**src/rtl/dofs_pkg.sv**
```systemverilog
// Purpose: shared constants and types for the output fail-safe link
// Assumes: one 100 MHz clock on both ends
// Notes:   packets are abstracted to a word plus integrity flag
package dofs_pkg;
  localparam int unsigned DOFS_CHANNELS    = 32;
  localparam int unsigned DOFS_CODE_W      = 8;
  localparam int unsigned DOFS_CLK_MHZ     = 100;
  localparam int unsigned DOFS_CYCLE_US    = 5000;
  // exchange cycle in clocks, derived from the 5 ms period
  localparam int unsigned DOFS_CYCLE_CLKS  = DOFS_CYCLE_US * DOFS_CLK_MHZ;
  localparam int unsigned DOFS_LOSS_CYCLES = 3;
  localparam int unsigned DOFS_RESP_CLKS   = 16;
  localparam int unsigned DOFS_HB_CLKS     = 64;

  // error severity codes, higher value is more severe
  localparam logic [7:0] DOFS_ERR_NONE = 8'h00;
  localparam logic [7:0] DOFS_ERR_CHAN = 8'h10;
  localparam logic [7:0] DOFS_ERR_RESP = 8'h20;
  localparam logic [7:0] DOFS_ERR_COMM = 8'h30;
  localparam logic [7:0] DOFS_ERR_SEV  = 8'h40;

  typedef enum logic [1:0] {
    DOFS_RUN,
    DOFS_RUN_SAFE,
    DOFS_MODE_A,
    DOFS_UNPOWERED
  } dofs_mode_t;
endpackage

```
**src/rtl/dofs_link_if.sv**
```systemverilog
// Purpose: link between the central logic module and the output module
// Assumes: same clock on both ends
// Notes:   one-cycle strobes carry each packet
`timescale 1ns/10ps
`default_nettype none
interface dofs_link_if;
  import dofs_pkg::*;
  // command direction
  logic                     cmd_vld;
  logic                     cmd_crc_ok;
  logic [DOFS_CHANNELS-1:0] cmd_data;
  logic                     trip_flag;
  // response direction
  logic                     rsp_vld;
  logic [DOFS_CHANNELS-1:0] rsp_chan_fail;
  logic                     rsp_safe_req;

  modport device (
    input  cmd_vld, cmd_crc_ok, cmd_data, trip_flag,
    output rsp_vld, rsp_chan_fail, rsp_safe_req
  );
  modport host (
    output cmd_vld, cmd_crc_ok, cmd_data, trip_flag,
    input  rsp_vld, rsp_chan_fail, rsp_safe_req
  );
endinterface
`default_nettype wire

```
**src/rtl/dofs_output_module.sv**
```systemverilog
// Purpose: fail-safe control of the discrete_output_module
// Assumes: power_good and faults are synchronous to clk_i
// Notes:   open contact (0) is the safe value on every channel
// Summary of operation
// - open contact is safe; safe commands open
// - 32 channels, each commanded and forced alone
// - run mode processes, sends and receives
// - power loss forces unpowered mode, no function
// - flag output mismatch or slow conditioning
// - errors latch until power loss or worse
// - command loss: run-safe, request and open all
// - communication failure shows failure code
// - host trips all modules on lost responses
// - trip flag: request safe, open all channels
// - host may substitute safe values itself
// - supply or config memory fault cuts power except indication
// - after cut, mode_a with outputs tripped
// - severe fault stops heartbeat toggling
// - channel failure reported upstream with code
// - host commands failed channel safe
// - host detects lost module communication
`timescale 1ns/10ps
`default_nettype none
module dofs_output_module
  import dofs_pkg::*;
#(
  parameter int unsigned CHANNELS    = DOFS_CHANNELS,
  parameter int unsigned CYCLE_CLKS  = DOFS_CYCLE_CLKS,
  parameter int unsigned LOSS_CYCLES = DOFS_LOSS_CYCLES,
  parameter int unsigned RESP_CLKS   = DOFS_RESP_CLKS,
  parameter int unsigned HB_CLKS     = DOFS_HB_CLKS
)(
  // clock and reset
  input  wire logic              clk_i,
  input  wire logic              arst_n_i,
  // link to central logic module
  dofs_link_if.device            link,
  // power and supervisor
  input  wire logic              power_good_i,
  input  wire logic              supply_fault_i,
  input  wire logic              config_mem_fault_i,
  input  wire logic              integrity_fault_i,
  output logic                   heartbeat_o,
  output logic                   unit_power_en_o,
  // output stage
  input  wire logic [CHANNELS-1:0] out_sense_i,
  input  wire logic [CHANNELS-1:0] chan_fail_i,
  output logic [CHANNELS-1:0]    out_drive_o,
  output logic                   safe_output_request_o,
  // indication board unit
  output logic [DOFS_CODE_W-1:0] fail_code_o,
  output dofs_mode_t             mode_o
);
  // ************************************************************
  // state
  // ************************************************************
  typedef struct packed {
    dofs_mode_t                  mode;
    logic [31:0]                 cyc_cnt;
    logic [7:0]                  miss_cnt;
    logic                        got_pkt;
    logic [CHANNELS-1:0]         cmd;
    logic [CHANNELS-1:0]         drive;
    logic [15:0]                 resp_cnt;
    logic [15:0]                 hb_cnt;
    logic                        hb;
    logic                        sev;
    logic                        pwr_en;
    logic                        safe_output_request;
    logic [DOFS_CODE_W-1:0]      code;
    logic [CHANNELS-1:0]         cfail;
    logic                        rsp_vld;
  } dofs_dev_t;

  dofs_dev_t s_q;
  dofs_dev_t s_d;

  function automatic logic [DOFS_CODE_W-1:0] worse(input logic [DOFS_CODE_W-1:0] a,
                                                    input logic [DOFS_CODE_W-1:0] b);
    worse = (b > a) ? b : a;
  endfunction

  logic pkt_ok;
  logic cyc_end;
  logic mismatch;
  assign pkt_ok   = link.cmd_vld && link.cmd_crc_ok;
  assign cyc_end  = (s_q.cyc_cnt == 32'(CYCLE_CLKS - 1));
  assign mismatch = (s_q.drive != out_sense_i);

  // ************************************************************
  // next state
  // ************************************************************
  always_comb
  begin
    s_d         = s_q;
    s_d.rsp_vld = 1'b0;
    if (!power_good_i)
    begin
      s_d.mode   = DOFS_UNPOWERED;
      s_d.drive  = '0;
      s_d.safe_output_request    = 1'b1;
      s_d.code   = DOFS_ERR_NONE;
      s_d.sev    = 1'b0;
      s_d.pwr_en = 1'b0;
      s_d.cfail  = '0;
      s_d.miss_cnt = '0;
    end
    else if (s_q.mode == DOFS_UNPOWERED)
    begin
      s_d.mode   = DOFS_RUN;
      s_d.pwr_en = 1'b1;
      // a trip already standing must keep the request up on power return
      s_d.safe_output_request    = link.trip_flag;
      s_d.cyc_cnt = '0;
    end
    else
    begin
      if (pkt_ok)
      begin
        s_d.got_pkt = 1'b1;
        s_d.cmd     = link.cmd_data;
      end
      s_d.cyc_cnt = cyc_end ? '0 : s_q.cyc_cnt + 32'd1;
      if (cyc_end)
      begin
        s_d.got_pkt = pkt_ok;
        s_d.rsp_vld = 1'b1;
        if (s_q.got_pkt || pkt_ok)
          s_d.miss_cnt = '0;
        else if (s_q.miss_cnt < 8'(LOSS_CYCLES))
          s_d.miss_cnt = s_q.miss_cnt + 8'd1;
      end
      // conditioning response timer restarts only when the sensed output matches the drive, not when the drive changes
      if (mismatch)
      begin
        if (s_q.resp_cnt < 16'(RESP_CLKS))
          s_d.resp_cnt = s_q.resp_cnt + 16'd1;
        else
          s_d.code = worse(s_d.code, DOFS_ERR_RESP);
      end
      else
        s_d.resp_cnt = '0;
      if (s_q.drive != s_d.drive)
        s_d.resp_cnt = '0;
      if (|chan_fail_i)
      begin
        s_d.cfail = s_q.cfail | chan_fail_i;
        s_d.code  = worse(s_d.code, DOFS_ERR_CHAN);
      end
      if (integrity_fault_i)
      begin
        s_d.sev  = 1'b1;
        s_d.code = worse(s_d.code, DOFS_ERR_SEV);
      end
      if (supply_fault_i || config_mem_fault_i)
      begin
        s_d.pwr_en = 1'b0;
        s_d.mode   = DOFS_MODE_A;
        s_d.code   = worse(s_d.code, DOFS_ERR_SEV);
      end
      else if (s_q.mode == DOFS_RUN && s_d.miss_cnt >= 8'(LOSS_CYCLES))
      begin
        s_d.mode = DOFS_RUN_SAFE;
        s_d.code = worse(s_d.code, DOFS_ERR_COMM);
      end
      // heartbeat toggles only while no severe fault is latched and the mode is not mode_a
      if (!s_d.sev && s_d.mode != DOFS_MODE_A)
      begin
        if (s_q.hb_cnt == 16'(HB_CLKS - 1))
        begin
          s_d.hb_cnt = '0;
          s_d.hb     = ~s_q.hb;
        end
        else
          s_d.hb_cnt = s_q.hb_cnt + 16'd1;
      end
      // safe request plus per-channel open, redundantly
      s_d.safe_output_request = (s_d.mode != DOFS_RUN) || link.trip_flag;
      if (s_d.safe_output_request)
        s_d.drive = '0;
      else
        s_d.drive = s_d.cmd & ~s_d.cfail;
    end
  end

  always_ff @(posedge clk_i or negedge arst_n_i)
  begin
    if (!arst_n_i)
    begin
      s_q          <= '0;
      s_q.mode     <= DOFS_UNPOWERED;
      s_q.safe_output_request      <= 1'b1;
    end
    else
      s_q <= s_d;
  end

  // ************************************************************
  // outputs
  // ************************************************************
  assign out_drive_o           = s_q.drive;
  assign safe_output_request_o = s_q.safe_output_request;
  assign heartbeat_o           = s_q.hb;
  assign unit_power_en_o       = s_q.pwr_en;
  assign fail_code_o           = s_q.code;
  assign mode_o                = s_q.mode;
  assign link.rsp_vld          = s_q.rsp_vld;
  assign link.rsp_chan_fail    = s_q.cfail;
  assign link.rsp_safe_req     = s_q.safe_output_request;
endmodule
`default_nettype wire

```
**src/flat_wrapper.sv**
```systemverilog
// flat-port wrapper written by rule: the top's interface ports become plain ports
module dofs_output_module_flat import dofs_pkg::*;
#(
  parameter int unsigned CHANNELS    = DOFS_CHANNELS,
  parameter int unsigned CYCLE_CLKS  = DOFS_CYCLE_CLKS,
  parameter int unsigned LOSS_CYCLES = DOFS_LOSS_CYCLES,
  parameter int unsigned RESP_CLKS   = DOFS_RESP_CLKS,
  parameter int unsigned HB_CLKS     = DOFS_HB_CLKS
)
  (clk_i, arst_n_i, power_good_i, supply_fault_i, config_mem_fault_i, integrity_fault_i, heartbeat_o, unit_power_en_o, out_sense_i, chan_fail_i, out_drive_o, safe_output_request_o, fail_code_o, mode_o, link_cmd_vld, link_cmd_crc_ok, link_cmd_data, link_trip_flag, link_rsp_vld, link_rsp_chan_fail, link_rsp_safe_req);
  dofs_link_if link_i ();
  input  wire logic clk_i;
  input  wire logic arst_n_i;
  input  wire logic power_good_i;
  input  wire logic supply_fault_i;
  input  wire logic config_mem_fault_i;
  input  wire logic integrity_fault_i;
  output logic heartbeat_o;
  output logic unit_power_en_o;
  input  wire logic [CHANNELS-1:0] out_sense_i;
  input  wire logic [CHANNELS-1:0] chan_fail_i;
  output logic [CHANNELS-1:0] out_drive_o;
  output logic safe_output_request_o;
  output logic [DOFS_CODE_W-1:0] fail_code_o;
  output dofs_mode_t mode_o;
  input wire logic [$bits(link_i.cmd_vld)-1:0] link_cmd_vld;
  input wire logic [$bits(link_i.cmd_crc_ok)-1:0] link_cmd_crc_ok;
  input wire logic [$bits(link_i.cmd_data)-1:0] link_cmd_data;
  input wire logic [$bits(link_i.trip_flag)-1:0] link_trip_flag;
  output wire logic [$bits(link_i.rsp_vld)-1:0] link_rsp_vld;
  output wire logic [$bits(link_i.rsp_chan_fail)-1:0] link_rsp_chan_fail;
  output wire logic [$bits(link_i.rsp_safe_req)-1:0] link_rsp_safe_req;
  assign link_i.cmd_vld = link_cmd_vld;
  assign link_i.cmd_crc_ok = link_cmd_crc_ok;
  assign link_i.cmd_data = link_cmd_data;
  assign link_i.trip_flag = link_trip_flag;
  assign link_rsp_vld = link_i.rsp_vld;
  assign link_rsp_chan_fail = link_i.rsp_chan_fail;
  assign link_rsp_safe_req = link_i.rsp_safe_req;
  dofs_output_module #(.CHANNELS(CHANNELS), .CYCLE_CLKS(CYCLE_CLKS), .LOSS_CYCLES(LOSS_CYCLES), .RESP_CLKS(RESP_CLKS), .HB_CLKS(HB_CLKS)) u_core (.clk_i(clk_i), .arst_n_i(arst_n_i), .link(link_i), .power_good_i(power_good_i), .supply_fault_i(supply_fault_i), .config_mem_fault_i(config_mem_fault_i), .integrity_fault_i(integrity_fault_i), .heartbeat_o(heartbeat_o), .unit_power_en_o(unit_power_en_o), .out_sense_i(out_sense_i), .chan_fail_i(chan_fail_i), .out_drive_o(out_drive_o), .safe_output_request_o(safe_output_request_o), .fail_code_o(fail_code_o), .mode_o(mode_o));
endmodule
```
**config.mk**
```make
export PLATFORM = sky130hd
export DESIGN_NAME = dofs_output_module_flat
export DESIGN_NICKNAME = d
export VERILOG_FILES = /design/src/rtl/dofs_pkg.sv /design/src/rtl/dofs_link_if.sv /design/src/rtl/dofs_output_module.sv /design/src/flat_wrapper.sv
export SDC_FILE = /design/constraint.sdc
export NUM_CORES = 1
export LEC_CHECK = 0
export ABC_AREA = 1
export BUFFER_PORTS_ARGS = -buffer_cell sky130_fd_sc_hd__buf_2
export CORE_MARGIN = 8
export CORE_UTILIZATION = 61
export CTS_CLUSTER_DIAMETER = 30
export DETAILED_ROUTE_END_ITERATION = 12
export PLACE_DENSITY = 0.86
export SETUP_SLACK_MARGIN = 0.02
export SLEW_MARGIN = 5
export SYNTH_ARGS = -nofsm -noshare
export SYNTH_HDL_FRONTEND = slang
export SYNTH_SLANG_ARGS = --single-unit
export TNS_END_PERCENT = 10
```
**constraint.sdc**
```tcl
create_clock -name clk_i -period 4 [get_ports clk_i]
set_clock_uncertainty 0.05 [all_clocks]
set_input_delay 0.6 -clock clk_i [delete_from_list [all_inputs] [get_ports clk_i]]
set_output_delay 0.6 -clock clk_i [all_outputs]
set_load 0.02 [all_outputs]
```
==> out/results.txt, run 1 <==
pin count of the biggest net entering global routing: 87
root buffer cell: clkbuf_16
Pins Over Slew Limit: 0
initial antenna violation count: 1
Crit Path Max Fanout: 32
CP required: 4.28 ns
Post-synth top flop: dfrtp_1
net count after synthesis: 1,439
All-Layer GR Usage: 24.5%
worst stage delay on the critical path: 0.59 ns
startpoint types: register
#FFs+latches synth: 184
die area: 21,200 sq um
clock buffer depth: 2
drt total wl: 25,900 um
hpwl dp: 18,900 um
Period minus WS final: 2.77 ns
Setup crit end kind: register
f_max: 0.361 GHz
nets@finish: 1,539
initial drt markers: 789
starting density of the core: 62.1%
total iterations of the first detailed-routing run: 6
Core Rows: 47
Hold Crit Class: input pin to async pin
cell area after synthesis: 10,200 sq um
Arr. time, crit path: 3.05 ns
Post-synth EDFFs: 0
hold buffer count at CTS: 0
Static Leak: 0.00580 uW
pre-CTS WS: 1.26 ns
buffers added on ports: 183
Routed WL per cell: 15.6 um
synth unique cells: 43
worst slew pin tran: 0.832 ns
DR vias/cell: 5.45
top post-synthesis cells by area: dfrtp_1 44%, nand2_1 14%, inv_1 6.0%
Placed Area: 10,800 sq um
synthesized area per cell: 7.69 sq um
Max VDD drop: 336 uV
final hold vios: 0
final instance area: 11,400 sq um
clk_lat worst skew: 0.44 ns
Cells after Synth: 1,330
Die Height: 145 um
share of cells above drive strength 1: 20.0%
Final WS setup: 1.23 ns
type of the worst setup path: register to register
area delta synth->final: 11.0%
Slew HR: 44.6%
global placement routability congestion: 0.871
Tcrit/Tclk final: 69.3%
vias in the first global route: 8,778
CTS Buf Count: 17
share of the synthesized area in the top cell type: 44.3%
post-CTS setup buffer count: 0
Yosys warnings: 0
MaxCap Viol Count: 0
remaining antenna violation count: 0
GRT overflow: 0
H-tree depth: 4
Synth top cells by count: 374 x nand2_1, 181 x dfrtp_1, 164 x inv_1
setup_tns: 0 ns
RSZ-0062 raised after global routing: false
Async S/R FF share, synth: 100%
IO Count: 184
Die X: 145 um
Crit path buffers/inverters: 1
first-pass GRT wire length: 42,700 um
Antenna Cells: 0
vias post-DR: 9,056
cell area power density: 389 nW/um^2
clock-pin slew on the worst setup and hold paths: 0.07 ns
sequential share of the synthesized area: 45.1%
CP max stage cell: nand4_4
DRC: 0
post-CTS sizing: 0
area leader, netlist: dfrtp_1
core area: 16,500 sq um
clock sinks: 184
run status: complete, no violations
count leader, synth: nand2_1
endpoints failing setup: 0
Top delay family on crit path: simple AND/OR/NAND/NOR gates
CTS tree: done
crit-path cells: inv_1, nand4_1, nor2_1, nand2_1, nor2_1, nand3_1, nand2_1, nand3_2, nand2_2, nand4_4, o21ai_0
## report_power, final
group / internal [uW] / leakage (uW) / switching [uW]
combinational: 230 / 0.00310 / 432
sequential: 2010 / 0.00244 / 108
clock: 869 / 0.000256 / 759
## cell families (layout without fill, tap and decap cells)
family	after synthesis	after routing	share of synthesized area [%]
DFF	184	184	45.1
adders and majority gates	4	4	0.490
and+or+nand+nor	642	642	27.0
xor gates and xnor gates	41	41	3.51
buffers and inverters	284	396	13.6
AOI/OAI and AO/OA	175	175	10.4
## layout by cell type, fill, tap and decap left out, types with 31 or more instances in the layout
cell type  Yosys  layout
nor2_1       102     101
a21oi_1       41      41
buf_2          3     182
nand4_1       34      34
inv_1        164     164
o21ai_0       64      64
o21ai_2       31      31
dfrtp_1      181     181
nand3_1       56      56
nand2_1      374     374
## layer usage
layer	track usage [%]	part of all wire, %
met2	38.8	47
met3	6.75	8.6
met1	31.9	42
met5	0	0.039
met4	8.07	2.1
## metrics by stage
stage | util [%] | total power, uW | instances | hold slack (ns)
after floorplan | - | 2600 | 1330 | 0.254
after global placement | 65.5 | 2780 | 1631 | 0.399
after detailed placement | 65.5 | 2810 | 1631 | 0.402
after CTS | 68.9 | 4430 | 1662 | 0.185
after global routing | 68.9 | 4610 | 1662 | 0.206
final | 68.9 | 4410 | 1662 | 0.135
## state kept, by name (all words and copies together), names as in the netlist
register                   flops
u_core.link.rsp_chan_fail     32
u_core.s_q                   106
u_core.link.rsp_safe_req       1
u_core.out_drive_o            32
u_core.link.rsp_vld            1
u_core.heartbeat_o             1
u_core.unit_power_en_o         1
u_core.mode_o                  2
u_core.fail_code_o             8
## path summary, 6_finish.rpt
check / from / to / slack (ns) / cells after the start
worst max-delay path: u_core.s_q[164]$_DFFE_PN0P_ / u_core.out_drive_o[1]$_DFFE_PN0N_ / 1.23 / 11
worst min-delay path: arst_n_i / u_core.s_q[166]$_DFFE_PN0P_ / 0.14 / 1
worst max register to register: u_core.s_q[164]$_DFFE_PN0P_ / u_core.out_drive_o[1]$_DFFE_PN0N_ / 1.23 / 11
worst min register to register: u_core.heartbeat_o$_DFFE_PN0P_ / u_core.heartbeat_o$_DFFE_PN0P_ / 0.41 / 1
max in group asynchronous: arst_n_i / u_core.s_q[135]$_DFFE_PN0P_ / 2.82 / 2
min in group clk_i: chan_fail_i[11] / u_core.link.rsp_chan_fail[11]$_DFFE_PN0N_ / 0.34 / 3
## area by class of cell
cell class                      count  area (sq um)
Fill cell                        1310          5110
Clock buffer                       17           425
Timing Repair Buffer              194          1020
Sequential cell                   184          4610
Clock inverter                     14           148
Tap cell                          220           275
Inverter                          171           642
Multi-Input combinational cell    862          4240
Power figures use the tool's default switching activity.
==> inputs of run 2 (changes only) <==
--- a/config.mk
+++ b/config.mk
@@ -8,10 +8,10 @@
 export ABC_AREA = 1
 export BUFFER_PORTS_ARGS = -buffer_cell sky130_fd_sc_hd__buf_2
 export CORE_MARGIN = 8
-export CORE_UTILIZATION = 61
+export CORE_UTILIZATION = 51
 export CTS_CLUSTER_DIAMETER = 30
 export DETAILED_ROUTE_END_ITERATION = 12
-export PLACE_DENSITY = 0.86
+export PLACE_DENSITY = 0.77
 export SETUP_SLACK_MARGIN = 0.02
 export SLEW_MARGIN = 5
 export SYNTH_ARGS = -nofsm -noshare
==> constraint.sdc (replaced) <==
create_clock -name clk_i -period 2.5 [get_ports clk_i]
set_clock_uncertainty 0.05 [all_clocks]
set_input_delay 0.375 -clock clk_i [delete_from_list [all_inputs] [get_ports clk_i]]
set_output_delay 0.375 -clock clk_i [all_outputs]
set_load 0.02 [all_outputs]
==> run 2 against run 1 <==
Effect of this change:
- design area is 2.0% higher
- critical path depth is 1 higher
- via count is 0.27% lower
- clock power is 68% higher
- cell count is 3.7% higher
- sequential cell count stayed put
- clock-buffer cell count is 2 higher
- worst setup slack worse by 0.97 ns
- register-to-register slack worse by 0.97 ns
- sequential share of layout area is 0.79 points lower
- routed wire length is 4.9% higher
==> out/results.txt, run 2 (synthesis gave the netlist of run 1 again) <==
Arr. time, crit path: 2.55 ns
die area: 24,800 sq um
type of the worst setup path: register to register
run status: complete, no violations
GRT met3 Usage: 5.67%
M1 GR Usage: 29.0%
vias in the first global route: 8,903
Setup crit end kind: register
RR Endpoint: u_core.out_drive_o[23]$_DFFE_PN0N_
endpoints failing setup: 0
Core Rows: 51
Slew HR: 61.7%
starting density of the core: 52.2%
worst stage delay on the critical path: 0.40 ns
All-Layer GR Usage: 22.4%
drt total wl: 27,200 um
Tcrit/Tclk final: 89.6%
worst-case reg-to-reg path depth: 12
setup_tns: 0 ns
IO Count: 184
global placement routability congestion: 0.897
Power, Total: 7230 uW
clk_lat worst skew: 0.43 ns
Die Height: 158 um
buffers added on ports: 183
clock sinks: 184
RSZ-0062 raised after global routing: false
nets@finish: 1,554
pin count of the biggest net entering global routing: 63
Critical Path Source: u_core.s_q[150]$_DFFE_PN0P_
Hold Crit Class: input pin to register
highest-count cells in the layout ignoring fill and taps: 374 x nand2_1, 182 x buf_2, 181 x dfrtp_1, 164 x inv_1, 100 x nor2_1
CTS tree: done
commonest non-fill, non-tap cell in the layout: nand2_1
Final WS setup: 0.260 ns
CTS Buf Count: 17
hold path endpoint: u_core.link.rsp_chan_fail[11]$_DFFE_PN0N_
total iterations of the first detailed-routing run: 5
GRT overflow: 0
Period minus WS final: 2.24 ns
DR vias/cell: 5.24
cell area power density: 624 nW/um^2
Die X: 158 um
initial antenna violation count: 0
Crit Path Max Fanout: 32
Top delay family on crit path: simple AND/OR/NAND/NOR gates
pre-CTS WS: 0.205 ns
worst slew pin tran: 0.570 ns
reg2reg start: u_core.s_q[150]$_DFFE_PN0P_
max FFs per register: 106
crit-path cells: ha_1, nand2_1, nor2_1, nand2_1, nor2_1, nand3_1, nand2_1, nand3_2, nand2_2, nand4_4, buf_12, o21ai_2
vias post-DR: 9,032
CP required: 2.81 ns
MaxCap Viol Count: 0
f_max: 0.446 GHz
Max VDD drop: 505 uV
Crit path buffers/inverters: 1
CP max stage cell: dfrtp_1
Final Hold Slack: 0.109 ns
clock buffer depth: 2
reg2reg setup slack: 0.26 ns
Routed WL per cell: 15.8 um
Static Leak: 0.00592 uW
clock-pin slew on the worst setup and hold paths: 0.08 ns
gr busiest metal: met2
area delta synth->final: 13.3%
core area: 19,600 sq um
final hold vios: 0
Hold Crit Start: chan_fail_i[11]
remaining antenna violation count: 0
Top reg by flops: u_core.s_q
initial drt markers: 661
Pins Over Slew Limit: 0
Hold Crit Depth: 3
first-pass GRT wire length: 44,300 um
DRC: 0
startpoint types: register
GRT met2 Usage: 36.4%
most used cell along the critical path: nand2_1
root buffer cell: clkbuf_16
share of cells above drive strength 1: 20.7%
hpwl dp: 20,200 um
H-tree depth: 4
run 2: timing repair:
item / CTS / global route
endpoints found under the setup margin: 0 / 1
hold buffers: 1 / 0
setup buffers: 0 / 0
hold endpoints to repair: 56 / 0
gates resized for setup: 0 / 1
run 2: routing by layer:
| layer | routed length (um) | share of wire [%] |
|---|---|---|
| met1 | 11800 | 43 |
| met2 | 12700 | 47 |
| met3 | 2100 | 7.7 |
| met4 | 513 | 1.9 |
| met5 | 0 | 0 |
run 2: tightest hold or removal path, stage by stage:
cell     delay (ns)
buf_2          0.10
nand2_1        0.05
nand2_1        0.04
run 2: worst max-delay path by stage:
stage                                                    end  slack, ns  depth (start not counted)
after CTS                         u_core.s_q[65]$_DFFE_PN0P_       0.24                         14
final                     u_core.out_drive_o[23]$_DFFE_PN0N_       0.26                         12
after global placement            u_core.s_q[65]$_DFFE_PN0P_       0.22                         13
after detailed placement          u_core.s_q[65]$_DFFE_PN0P_       0.20                         13
after global routing       u_core.out_drive_o[0]$_DFFE_PN0N_       0.02                         12
after floorplan                  u_core.s_q[168]$_DFFE_PN0P_       0.58                         10
run 2: final cells by class:
class | instances | area [sq um]
multi-input cells | 862 | 4240
inverters | 171 | 642
clock buffers | 19 | 433
clock inverters | 13 | 163
well taps | 265 | 332
diodes | 1 | 2.50
repair buffers | 209 | 1160
flip-flops and latches | 184 | 4610
fillers | 1757 | 8010
run 2: report_power, final:
group / switching, uW / total (uW) / internal (uW)
clock network: 1240 / 2740 / 1510
logic: 691 / 1080 / 387
registers: 179 / 3400 / 3220
total: 2110 / 7230 / 5120
run 2: metrics by stage:
stage          area, sq um  utilization, %  std cells
2_1_floorplan        10200               -       1330
3_3_place_gp         11000            56.0       1690
3_5_place_dp         11000            56.0       1690
4_1_cts              11600            59.1       1723
5_1_grt              11600            59.1       1723
6_report             11600            59.1       1724
